[config.mk]
export PLATFORM = sky130hd
export DESIGN_NAME = rtc_ctl
export DESIGN_NICKNAME = d
export VERILOG_FILES = /design/src/hdl/rtc_ctl.v
export VERILOG_INCLUDE_DIRS = /design/src /design/src/hdl
export SDC_FILE = /design/constraint.sdc
export NUM_CORES = 1
export LEC_CHECK = 0
export BUFFER_PORTS_ARGS = -buffer_cell sky130_fd_sc_hd__buf_2
export CELL_PAD_IN_SITES_DETAIL_PLACEMENT = 1
export CELL_PAD_IN_SITES_GLOBAL_PLACEMENT = 2
export CORE_MARGIN = 4
export CORE_UTILIZATION = 35
export DETAILED_ROUTE_END_ITERATION = 10
export GPL_ROUTABILITY_DRIVEN = 0
export PLACE_DENSITY_LB_ADDON = 0.15
export RECOVER_POWER = 25
export SYNTH_ARGS = -nofsm -noshare
export SYNTH_HDL_FRONTEND = slang
export SYNTH_SLANG_ARGS = --single-unit
[constraint.sdc]
create_clock -name clk -period 3 [get_ports clk]
set_clock_uncertainty 0.05 [all_clocks]
set_input_delay 0 -clock clk [delete_from_list [all_inputs] [get_ports clk]]
set_output_delay 0 -clock clk [all_outputs]
set_load 0.02 [all_outputs]
[src/hdl/rtc_defs.vh]
`ifndef RTC_DEFS_VH
`define RTC_DEFS_VH
// Register addresses on the serial link
`define RTC_ADDR_SEC     4'h0
`define RTC_ADDR_ADJ     4'h7
`define RTC_ADDR_CTRL1   4'hE
`define RTC_ADDR_CTRL2   4'hF
// Control one field positions
`define RTC_C1_WALE      7
`define RTC_C1_DALE      6
`define RTC_C1_H24       5
`define RTC_C1_CLKOFF_A  4
`define RTC_C1_TEST      3
// Control/status two field positions
`define RTC_C2_VSEL      7
`define RTC_C2_VFLAG     6
`define RTC_C2_SPARE1    5
`define RTC_C2_HALT      4
`define RTC_C2_CLKOFF_B  3
`define RTC_C2_PFLAG     2
`define RTC_C2_WFLAG     1
`define RTC_C2_DFLAG     0
// Reset values
`define RTC_CTRL1_RST    8'h00
`define RTC_CTRL2_RST    8'h10
`define RTC_ADJ_RST      7'h00
// Command byte read bit
`define RTC_CMD_READ     3
// Periodic select codes
`define RTC_PS_OFF       3'h0
`define RTC_PS_LOW       3'h1
`define RTC_PS_2HZ       3'h2
`define RTC_PS_1HZ       3'h3
`define RTC_PS_SEC       3'h4
`define RTC_PS_MIN       3'h5
`define RTC_PS_HOUR      3'h6
`define RTC_PS_MONTH     3'h7
// Timing
`define RTC_CLK_NS       10
`define RTC_INC_DELAY_NS 92000
`define RTC_OSC_PER_SEC  32768
`endif

[src/hdl/rtc_ctl.v]
// Function
// - Either clock-off bit low drives slow clock
// - Both clock-off bits high hold pin off
// - Ungated variant: clock-off bits are scratch
// - Codes 0-3: off, low, 2Hz, 1Hz
// - Codes 4-7: second/minute/hour/month level interrupts
// - Seconds increment lags pulse fall 92us
// - Seconds write resets divider, drives pulse low
// - Level interrupt falls with seconds increment
// - Adjustment may stretch or shrink cycle
// - Threshold select: 0 is 2.1V, 1 is 1.6V
// - Low supply sets sticky flag, halts monitor
// - Writing zero clears flag, restarts monitor
// - Spare bit one read/write, cleared on halt
// - Halt sensing only while chip enable low
// - Halt flag sticky, defaults to one
// - Halt flag clears adjustment and control bits
// - Writing zero clears halt flag
// - Control two layout at F, reset 10h
// - Level mode: writing zero releases interrupt
// - Control one lives at address E
`timescale 1ns/100ps
`include "rtc_defs.vh"
module rtc_ctl
#(
  parameter GATEABLE  = 1,
  parameter DIV_W     = 15,
  parameter OSC_PER_S = `RTC_OSC_PER_SEC,
  parameter INC_DELAY = `RTC_INC_DELAY_NS / `RTC_CLK_NS
)
(
  input  wire       clk,
  input  wire       rst,
  input  wire       ce,
  input  wire       sclk,
  input  wire       si,
  output wire       so_o,
  output wire       so_oe,
  input  wire       osc_in,
  input  wire       osc_stopped,
  input  wire       supply_below_hi,
  input  wire       supply_below_lo,
  input  wire       adj_stretch,
  input  wire       adj_shrink,
  input  wire       wrap_min,
  input  wire       wrap_hour,
  input  wire       wrap_month,
  input  wire       alarm_w_hit,
  input  wire       alarm_d_hit,
  input  wire [7:0] ext_rd_data,
  output reg        reg_wr_stb_q,
  output reg  [3:0] reg_wr_addr_q,
  output reg  [7:0] reg_wr_data_q,
  output reg        sec_inc_q,
  output wire [6:0] adj_value,
  output wire       alarm_w_en,
  output wire       alarm_d_en,
  output wire       hour_mode_24,
  output wire       test_mode,
  output wire       slow_clock_out_o,
  output wire       slow_clock_out_oe,
  output wire       irq_out_n_o,
  output wire       irq_out_n_oe
);

  // Full-width forms first, then cut to the counter widths on purpose
  localparam integer     DIV_LAST_I = OSC_PER_S - 1;
  localparam integer     DIV_HALF_I = OSC_PER_S / 2;
  localparam integer     DIV_QTR_I  = OSC_PER_S / 4;
  localparam integer     DLY_LAST_I = INC_DELAY - 1;
  localparam [DIV_W-1:0] DIV_LAST   = DIV_LAST_I[DIV_W-1:0];
  localparam [DIV_W-1:0] DIV_HALF   = DIV_HALF_I[DIV_W-1:0];
  localparam [DIV_W-1:0] DIV_QTR    = DIV_QTR_I[DIV_W-1:0];
  localparam [15:0]      DLY_LAST   = DLY_LAST_I[15:0];
  localparam [7:0]       CTRL2_RST  = `RTC_CTRL2_RST;

  // Synchronisers for every pin input
  reg  [6:0]       s1_q;            // first stage, read by s2 only
  reg  [6:0]       s2_q;            // settled copies
  reg              sclk_prev_q;     // for edge finding
  reg              osc_prev_q;
  wire             ce_s      = s2_q[0];
  wire             sclk_s    = s2_q[1];
  wire             si_s      = s2_q[2];
  wire             osc_s     = s2_q[3];
  wire             stop_s    = s2_q[4];
  wire             below_hi  = s2_q[5];
  wire             below_lo  = s2_q[6];
  wire             sclk_rise = sclk_s & ~sclk_prev_q;
  wire             osc_rise  = osc_s & ~osc_prev_q;

  // Serial engine state
  reg  [2:0]       bitcnt_q;        // bit within byte
  reg  [6:0]       shin_q;          // incoming bits
  reg  [7:0]       shout_q;         // outgoing byte, msb first
  reg  [3:0]       addr_q;          // current register address
  reg              rd_q;            // read transfer
  reg              cmd_done_q;      // command byte taken
  wire [7:0]       byte_now  = {shin_q, si_s};
  wire             byte_end  = ce_s & sclk_rise & (bitcnt_q == 3'h7);
  wire             wr_hit    = byte_end & cmd_done_q & ~rd_q;

  // Register contents
  reg  [7:0]       ctrl1_q;         // control one
  reg  [6:0]       adj_q;           // adjustment register
  reg              vsel_q;
  reg              vflag_q;
  reg              spare1_q;
  reg              halt_q;
  reg              clkoff_b_q;
  reg              lvl_q;           // level-mode interrupt held
  reg              wflag_q;
  reg              dflag_q;

  // Timebase
  reg  [DIV_W-1:0] div_q;           // sub-second divider
  reg  [15:0]      dly_q;           // increment delay count
  reg              dly_run_q;
  reg              clk_oe_q;        // slow clock pull-down
  reg              irq_q;           // interrupt pin low

  wire [2:0]       psel      = ctrl1_q[2:0];
  wire             wr_c1     = wr_hit & (addr_q == `RTC_ADDR_CTRL1);
  wire             wr_c2     = wr_hit & (addr_q == `RTC_ADDR_CTRL2);
  wire             wr_adj    = wr_hit & (addr_q == `RTC_ADDR_ADJ);
  wire             wr_sec    = wr_hit & (addr_q == `RTC_ADDR_SEC);
  wire             pulse_lo;
  wire             periodic_irq_flag_rd;
  wire             sec_inc_now = dly_run_q & (dly_q == DLY_LAST);

  // Shared low phase: first half of each second or half-second
  assign pulse_lo = (psel == `RTC_PS_1HZ) ? (div_q < DIV_HALF) :
                    ((div_q % DIV_HALF) < DIV_QTR);

  // Periodic flag as read: follows the periodic part of the pin drive, without the alarm flags, in non-level modes
  assign periodic_irq_flag_rd  = psel[2] ? lvl_q :
                    (psel == `RTC_PS_LOW) ? 1'b1 :
                    (psel == `RTC_PS_OFF) ? 1'b0 : pulse_lo;

  // Read data for one address
  function [7:0] rd_mux;
    input [3:0] a;
    begin
      case (a)
        `RTC_ADDR_ADJ:   rd_mux = {1'b0, adj_q};
        `RTC_ADDR_CTRL1: rd_mux = ctrl1_q;
        `RTC_ADDR_CTRL2: rd_mux = {vsel_q, vflag_q, spare1_q, halt_q,
                                   clkoff_b_q, periodic_irq_flag_rd, wflag_q, dflag_q};
        default:         rd_mux = ext_rd_data;
      endcase
    end
  endfunction

  // Two-stage sampling of all pins
  always @(posedge clk or posedge rst)
  begin
    if (rst)
    begin
      s1_q        <= 7'h00;
      s2_q        <= 7'h00;
      sclk_prev_q <= 1'b0;
      osc_prev_q  <= 1'b0;
    end
    else
    begin
      s1_q        <= {supply_below_lo, supply_below_hi, osc_stopped,
                      osc_in, si, sclk, ce};
      s2_q        <= s1_q;
      sclk_prev_q <= sclk_s;
      osc_prev_q  <= osc_s;
    end
  end

  // Serial engine: command byte then data bytes, address auto-increments
  always @(posedge clk or posedge rst)
  begin
    if (rst)
    begin
      bitcnt_q      <= 3'h0;
      shin_q        <= 7'h00;
      shout_q       <= 8'h00;
      addr_q        <= 4'h0;
      rd_q          <= 1'b0;
      cmd_done_q    <= 1'b0;
      reg_wr_stb_q  <= 1'b0;
      reg_wr_addr_q <= 4'h0;
      reg_wr_data_q <= 8'h00;
    end
    else
    begin
      reg_wr_stb_q <= 1'b0;
      if (!ce_s)
      begin
        // Frame over, start clean next time
        bitcnt_q   <= 3'h0;
        cmd_done_q <= 1'b0;
        rd_q       <= 1'b0;
      end
      else if (sclk_rise)
      begin
        bitcnt_q <= bitcnt_q + 3'h1;
        shin_q   <= byte_now[6:0];
        shout_q  <= {shout_q[6:0], 1'b0};
        if (bitcnt_q == 3'h7)
        begin
          if (!cmd_done_q)
          begin
            // Command: address high nibble, read flag
            cmd_done_q <= 1'b1;
            addr_q     <= byte_now[7:4];
            rd_q       <= byte_now[`RTC_CMD_READ];
            shout_q    <= rd_mux(byte_now[7:4]);
          end
          else
          begin
            addr_q  <= addr_q + 4'h1;
            shout_q <= rd_mux(addr_q + 4'h1);
            if (!rd_q)
            begin
              // Mirror every write to the outer counters
              reg_wr_stb_q  <= 1'b1;
              reg_wr_addr_q <= addr_q;
              reg_wr_data_q <= byte_now;
            end
          end
        end
      end
    end
  end

  assign so_o  = shout_q[7];
  assign so_oe = ce_s & cmd_done_q & rd_q;

  // Control and status bits
  always @(posedge clk or posedge rst)
  begin
    if (rst)
    begin
      ctrl1_q    <= `RTC_CTRL1_RST;
      adj_q      <= `RTC_ADJ_RST;
      vsel_q     <= CTRL2_RST[`RTC_C2_VSEL];
      vflag_q    <= 1'b0;
      spare1_q   <= 1'b0;
      halt_q     <= 1'b1;
      clkoff_b_q <= 1'b0;
      lvl_q      <= 1'b0;
      wflag_q    <= 1'b0;
      dflag_q    <= 1'b0;
    end
    else
    begin
      // Halt sensing, gated by chip enable; set beats clear
      if (stop_s && !ce_s)
        halt_q <= 1'b1;
      else if (wr_c2 && !byte_now[`RTC_C2_HALT])
        halt_q <= 1'b0;
      if (halt_q)
      begin
        // Everything but the halt flag held at zero
        ctrl1_q    <= 8'h00;
        adj_q      <= 7'h00;
        vsel_q     <= 1'b0;
        vflag_q    <= 1'b0;
        spare1_q   <= 1'b0;
        clkoff_b_q <= 1'b0;
        lvl_q      <= 1'b0;
        wflag_q    <= 1'b0;
        dflag_q    <= 1'b0;
      end
      else
      begin
        if (wr_c1)
          ctrl1_q <= byte_now;
        if (wr_adj)
          adj_q <= byte_now[6:0];
        if (wr_c2)
        begin
          vsel_q     <= byte_now[`RTC_C2_VSEL];
          spare1_q   <= byte_now[`RTC_C2_SPARE1];
          clkoff_b_q <= byte_now[`RTC_C2_CLKOFF_B];
        end
        // Monitor runs only while the flag is clear
        if (!vflag_q && (vsel_q ? below_lo : below_hi))
          vflag_q <= 1'b1;
        else if (wr_c2 && !byte_now[`RTC_C2_VFLAG])
          vflag_q <= 1'b0;
        // Level interrupt, set wins over software clear
        if (!psel[2])
          lvl_q <= 1'b0;
        else if (sec_inc_now && (psel == `RTC_PS_SEC ||
                 (psel == `RTC_PS_MIN && wrap_min) ||
                 (psel == `RTC_PS_HOUR && wrap_hour) ||
                 (psel == `RTC_PS_MONTH && wrap_month)))
          lvl_q <= 1'b1;
        else if (wr_c2 && !byte_now[`RTC_C2_PFLAG])
          lvl_q <= 1'b0;
        // Alarm flags read zero while their alarm is disabled
        if (!ctrl1_q[`RTC_C1_WALE])
          wflag_q <= 1'b0;
        else if (alarm_w_hit)
          wflag_q <= 1'b1;
        else if (wr_c2 && !byte_now[`RTC_C2_WFLAG])
          wflag_q <= 1'b0;
        if (!ctrl1_q[`RTC_C1_DALE])
          dflag_q <= 1'b0;
        else if (alarm_d_hit)
          dflag_q <= 1'b1;
        else if (wr_c2 && !byte_now[`RTC_C2_DFLAG])
          dflag_q <= 1'b0;
      end
    end
  end

  // Divider on oscillator edges; seconds write restarts it
  always @(posedge clk or posedge rst)
  begin
    if (rst)
    begin
      div_q     <= {DIV_W{1'b0}};
      dly_q     <= 16'h0000;
      dly_run_q <= 1'b0;
      sec_inc_q <= 1'b0;
    end
    else
    begin
      sec_inc_q <= sec_inc_now;
      if (wr_sec)
      begin
        div_q     <= {DIV_W{1'b0}};
        dly_run_q <= 1'b0;
      end
      else
      begin
        if (osc_rise)
        begin
          // Stretch skips a count, shrink takes two
          if (adj_stretch)
            div_q <= div_q;
          else if (div_q == DIV_LAST)
            div_q <= {DIV_W{1'b0}};
          else if (adj_shrink && div_q != DIV_LAST - 1'b1)
            div_q <= div_q + 2'h2;
          else
            div_q <= div_q + 1'b1;
        end
        // Pulse falls at wrap; increment lands after the delay
        if (osc_rise && div_q == DIV_LAST && !adj_stretch)
        begin
          dly_run_q <= 1'b1;
          dly_q     <= 16'h0000;
        end
        else if (dly_run_q)
        begin
          dly_q <= dly_q + 16'h0001;
          if (dly_q == DLY_LAST)
            dly_run_q <= 1'b0;
        end
      end
    end
  end

  // Pin drivers from flops; both pins are open drain
  always @(posedge clk or posedge rst)
  begin
    if (rst)
    begin
      clk_oe_q <= 1'b0;
      irq_q    <= 1'b0;
    end
    else
    begin
      // Two-register gating guards against a runaway host
      if (GATEABLE != 0 && ctrl1_q[`RTC_C1_CLKOFF_A] && clkoff_b_q)
        clk_oe_q <= 1'b0;
      else
        clk_oe_q <= ~osc_s;
      case (psel)
        `RTC_PS_OFF: irq_q <= wflag_q | dflag_q;
        `RTC_PS_LOW: irq_q <= 1'b1;
        `RTC_PS_2HZ: irq_q <= pulse_lo | wflag_q | dflag_q;
        `RTC_PS_1HZ: irq_q <= pulse_lo | wflag_q | dflag_q;
        default:     irq_q <= lvl_q | wflag_q | dflag_q;
      endcase
    end
  end

  assign slow_clock_out_o  = 1'b0;
  assign slow_clock_out_oe = clk_oe_q;
  assign irq_out_n_o       = 1'b0;
  assign irq_out_n_oe      = irq_q;
  assign adj_value         = adj_q;
  assign alarm_w_en        = ctrl1_q[`RTC_C1_WALE];
  assign alarm_d_en        = ctrl1_q[`RTC_C1_DALE];
  assign hour_mode_24      = ctrl1_q[`RTC_C1_H24];
  assign test_mode         = ctrl1_q[`RTC_C1_TEST];

endmodule

### Word level (Yosys, flattened, before mapping)

Index checks and enable logic that the tools add are counted.

| word-level totals | value |
|---|---|
| output and inout port bits | 31 |
| memories kept | 0 |
| bits of input ports | 24 |
| RAM bits | 0 |
| ROM bits | 0 |
| word-level logic and storage cells | 193 |
| register bits | 111 |
| latch bits | 0 |

| cells by class | value |
|---|---|
| bitwise gates (word level) | 23 |
| shift operators | 0 |
| eq/ne operators | 27 |
| divide/modulo/power cells | 0 |
| multiplexer cells | 64 |
| reductions and logical operators | 43 |
| $lt $le $gt $ge | 2 |
| add/subtract/negate cells | 5 |
| multiply operators | 0 |

Operator list:

| operator | number |
|---|---|
| two-way mux 15 bit | 5 |
| one-hot mux 8 bit (3 select lines) | 2 |
| two-way mux 1 bit | 45 |
| two-way mux 16 bit | 2 |
| two-way mux 8 bit | 4 |
| == test 4 bit, second input constant | 6 |
| adder 16 x 1 -> 16 bit, second input constant | 1 |
| == test 16 x 14 -> 1 bit, second input constant | 1 |
| adder 15 x 1 -> 15 bit, second input constant | 1 |
| adder 15 x 2 -> 15 bit, second input constant | 1 |
| == test 15 bit, second input constant | 1 |
| == test 3 bit, second input constant | 5 |
| logical AND 1 bit | 15 |
| less-than comparator 15 bit, second input constant | 1 |
| inequality test 15 bit, second input constant | 1 |
| less-than comparator 14 bit, second input constant | 1 |
| two-way mux 7 bit | 2 |
| AND 1 bit | 13 |
| == test 4 x 3 -> 1 bit, second input constant | 3 |
| nonzero test 2 bit | 6 |
| zero test 1 bit | 8 |
| inequality test 4 x 2 -> 1 bit, second input constant | 2 |
| AND reduction 2 bit | 4 |
| == test 3 x 2 -> 1 bit, second input constant | 2 |
| 18 further kinds | 32 |

### Longest topological paths before layout

| depth | value |
|---|---|
| word-level depth | 12 |
| depth in mapped cells | 10 |
| depth with buffers taken out | 8 |

### Least setup slack after synthesis

No wires, ideal clock.

| path | value |
|---|---|
| kind | flip-flop to flip-flop |
| from | register bitcnt_q[0] |
| to | register div_q[8] |
| stages on the path, launching flop included | 10 |
| clock period less this slack | 2168 ps |
| library setup time | 121 ps |
| setup slack | 832 ps |
| arrival time | 1997 ps |
| path buffers | 2 |
| required time | 2829 ps |
| cell sequence | dfrtp_1 ha_1 ha_1 nand4b_4 nor4_4 or3b_1 buf_4 buf_6 nor2_1 a22o_1 |

| on the way | value |
|---|---|
| longest elaborated chain between the ends | 7 |
| elaborated cells between the ends (all ways) | 9 |
| classes of those cells | 2 x eq/ne; 1 x mux; 4 x bitwise; 2 x reduce/logical |

RTL lines:

| element | line | RTL |
|---|---|---|
| from (decl) | rtc_ctl.v:93 | `reg [2:0] bitcnt_q;` |
| from (signal assigned) | rtc_ctl.v:201 | `bitcnt_q <= bitcnt_q + 3'h1;` |
| == test 3 bit * | rtc_ctl.v:100 | `wire byte_end = ce_s & sclk_rise & (bitcnt_q == 3'h7);` |
| AND 1 bit * | rtc_ctl.v:100 |  |
| AND 1 bit * (2 in a row) | rtc_ctl.v:101 | `wire wr_hit = byte_end & cmd_done_q & ~rd_q;` |
| AND 1 bit * | rtc_ctl.v:126 | `` wire wr_sec = wr_hit & (addr_q == `RTC_ADDR_SEC); `` |
| inequality test 2 x 1 -> 1 bit (no source line) / nonzero test 2 bit (equally long branches) | - |  |
| AND reduction 2 bit (no source line) | - |  |
| to (signal assigned) | rtc_ctl.v:319 | `div_q <= {DIV_W{1'b0}};` |
| to (signal assigned) | rtc_ctl.v:329 | `div_q <= {DIV_W{1'b0}};` |
| to (signal assigned) | rtc_ctl.v:338 | `div_q <= div_q;` |
| to (decl) | rtc_ctl.v:116 | `reg [DIV_W-1:0] div_q;` |

Every way passes the cells marked *; elsewhere a longest branch is shown, timed or not.
A chain may end at the register's enable or synchronous reset.

### Worst setup path after layout

| path | value |
|---|---|
| from | register bitcnt_q[0] |
| to | register ctrl1_q[7] |

| on the way | value |
|---|---|
| longest elaborated chain between the ends | 6 |

RTL lines:

| element | line | RTL |
|---|---|---|
| == test 3 bit | rtc_ctl.v:100 |  |
| AND 1 bit | rtc_ctl.v:100 |  |
| AND 1 bit (2 in a row) | rtc_ctl.v:101 |  |
| AND 1 bit | rtc_ctl.v:123 | `` wire wr_c1 = wr_hit & (addr_q == `RTC_ADDR_CTRL1); `` |
| nonzero test 2 bit (no source line) | - |  |
| to (signal assigned) | rtc_ctl.v:239 | `` ctrl1_q <= `RTC_CTRL1_RST; `` |
| to (signal assigned) | rtc_ctl.v:273 | `ctrl1_q <= byte_now;` |
| to (decl) | rtc_ctl.v:104 | `reg [7:0] ctrl1_q;` |

No other way between the ends.

==> flow_summary.json <==
{
  "status": "finished, violations left",
  "violations": "max-capacitance violations, max-slew violations",
  "io_buffers": 52,
  "powerDensity_mw_per_mm2": 490.4,
  "layout_common_cells": "dfrtp_1, nand2_1, nor2_1, buf_2, a21oi_1",
  "ys_seq_area_share_pct": 48.01,
  "nets": 677,
  "min_to": "shout_q[7]",
  "cts-htree-levels": 3,
  "routed-via-count": 4673,
  "antennaDiodeCount": 0,
  "hold_class": "input pin to flop",
  "num_rows": 46,
  "initial_core_util_pct": 36.04,
  "grt.total_usage_pct": 19.05,
  "synthFlopType": "dfrtp_1",
  "finalPower_mw": 3.310,
  "synthDistinctLibCells": 71,
  "setup_viol": 0,
  "max_freq_ghz": 0.4196,
  "first_iter_violations": 216,
  "cts_tree": "done",
  "clk_path_buf_depth": 2,
  "rr_startpoint": "bitcnt_q[0]",
  "drt-total-wl_um": 16650,
  "synth_cells": 581,
  "final_common_cell": "dfrtp_1",
  "grt_setup_unrepaired": "false",
  "layout-drive-gt1-share_pct": 17.28,
  "startpoint_type": "flop",
  "maxSlewHeadroom_pct": -27.74,
  "holdPathStages": 4,
  "coreArea_mm2": 0.01606,
  "cpPeakStageDelay_ns": 0.43,
  "synth_edf_count": 0,
  "cts.clk_slew.worst_paths_ns": 0.08,
  "finalCritPeriodShare_pct": 79.44,
  "cts_made_buffers": 9,
  "wl_per_cell_um": 19.27,
  "synth_seq_cells": 111,
  "r2r_end": "ctrl1_q[7]",
  "drv_slew": 47,
  "ant_nets": 0,
  "final_area_mm2": 0.006749,
  "dp_hpwl_um": 11800,
  "antenna_found_initial": 0,
  "synth.top_cell.area_share_pct": 47.56,
  "synthArstFlopShare_pct": 100.0,
  "synth_area_leaders": "dfrtp_1, nand2_1, mux2i_1, nor2_1, a21oi_1",
  "path_common_cell": "ha_1",
  "clk_latency_ns": 0.36,
  "io_pins": 55,
  "regToRegSetupSlack_ns": 0.62,
  "worstPathCellList": "ha_1, ha_1, nand4b_4, nor2_1, buf_4, and4_1, nand2_1, a21oi_1",
  "grt_pass1_wl_um": 27640,
  "ir_drop_v": 0.0003006,
  "synth.cell_area_mm2": 0.005788,
  "cap_violations": 1,
  "reg2regPathDepth": 8,
  "end_kind": "flop",
  "leakagePower_nw": 3.060,
  "hold_violations": 0,
  "hold_start": "ext_rd_data[7]",
  "critPathSlowestCell": "and4_1",
  "tightest_slew_ns": 1.914,
  "drt-vias-per-instance": 5.409,
  "path_class": "flop to flop",
  "overflow": 0,
  "period_needed_ns": 2.383,
  "cp.arrival_ns": 2.62,
  "cts.sinks": 111,
  "grt_pass1_vias": 4947,
  "drcViolationCount": 0,
  "cp_max_fo": 9,
  "area_growth_pct": 16.60,
  "cp_num_buf_inv": 1,
  "grt_max_degree": 66,
  "fin_setup_tns_ns": 0,
  "ys_warn_count": 0,
  "path_delay_family": "simple AND/OR/NAND/NOR gates",
  "place_area_mm2": 0.006274,
  "synth_top_area_cell": "dfrtp_1",
  "die_w_um": 136.6,
  "die_area_mm2": 0.01866,
  "die_h_um": 136.6,
  "root_buffer": "clkbuf_16",
  "cp.required_ns": 3.24,
  "drt_first_pass_iters": 4,
  "avgSynthCellArea_um2": 9.962
}
[through the flow]
step | utilization [%] | instances | setup slack (ns) | hold WS [ns]
floorplan | - | 582 | 0.02100 | -0.01857
global placement | 39.07 | 831 | 0.6895 | 0.05819
detailed placement | 39.07 | 831 | 0.6125 | 0.05998
CTS | 42.04 | 864 | 0.5922 | 0.08366
global route | 42.03 | 864 | 0.3773 | 0.1302
finish | 42.03 | 864 | 0.6167 | 0.1027
[synthesized netlist by cell type (all sizes together), types with 7 or more instances]
library cell,n
dfrtp,110
inv,12
ha,10
nor2,54
nand2,77
nand2b,12
clkbuf,19
xor2,10
a21oi,32
nand4,8
and3,12
nor4,9
and2,7
a221oi,11
nor3b,8
xnor2,9
mux2i,25
mux2,13
nand3,15
buf,13
o21ai,40
[logic make-up (layout without fill, tap and decap cells)]
| group | Yosys count | after routing | synth area share (%) |
|---|---|---|---|
| AND/OR/NAND/NOR | 224 | 224 | 20.95 |
| AO/OA/AOI/OAI | 134 | 134 | 15.18 |
| flip-flops | 111 | 111 | 48.01 |
| buffers and inverters | 44 | 110 | 3.567 |
| multiplexers | 38 | 38 | 7.069 |
| XOR/XNOR | 19 | 19 | 3.005 |
| adder cells (fa/ha/maj) | 10 | 10 | 2.162 |
| other | 1 | 2 | 0.06479 |
[layer usage]
layer / wire [um] / track usage, %
met1: 8067 / 26.81
met2: 7637 / 29.68
met3: 651 / 3.860
met4: 296 / 5.711
met5: 0 / 0
[report_power, final]
part / switching (mW) / internal (mW) / leakage, nW / total, mW
logic: 0.205 / 0.146 / 1.44 / 0.351
registers: 0.139 / 1.57 / 1.47 / 1.71
clock network: 0.651 / 0.602 / 0.153 / 1.25
[repair_timing]
item                                   CTS  global route
gates resized for setup                  0             0
endpoints found under the hold margin   62             0
setup buffers                            0             0
hold buffers                            17             0
[cell type report]
cell class	instances	area, um2
clock buffers	9	225.2
fillers	1801	9309
repair buffers	82	540.5
clock inverters	7	82.58
inverters	12	45.04
flip-flops and latches	111	2779
well taps	216	270.3
multi-input cells	427	2806
[worst max-delay path by stage]
stage	cells after the start	slack, ns	from	endpoint
after floorplan	1	0.02	rst	addr_q[0]
after global placement	8	0.69	bitcnt_q[0]	ctrl1_q[7]
after detailed placement	8	0.61	bitcnt_q[0]	div_q[2]
after CTS	8	0.59	bitcnt_q[0]	div_q[2]
after global routing	7	0.38	div_q[1]	div_q[2]
final	8	0.62	bitcnt_q[0]	ctrl1_q[7]
[worst min-delay path, stage by stage]
cell and delay, ns:
buf_2 0.10, a21oi_1 0.06, a31oi_1 0.16, a221o_1 0.16
[state kept, by name, indices dropped and copies added (netlist names), 3 cells and up]
name,flops
addr_q,4
adj_value,7
bitcnt_q,3
ctrl1_q,8
div_q,15
dly_q,16
reg_wr_addr_q,4
reg_wr_data_q,8
s1_q,7
s2_q,7
shin_q,7
shout_q,8
Power figures use the tool's default switching activity.
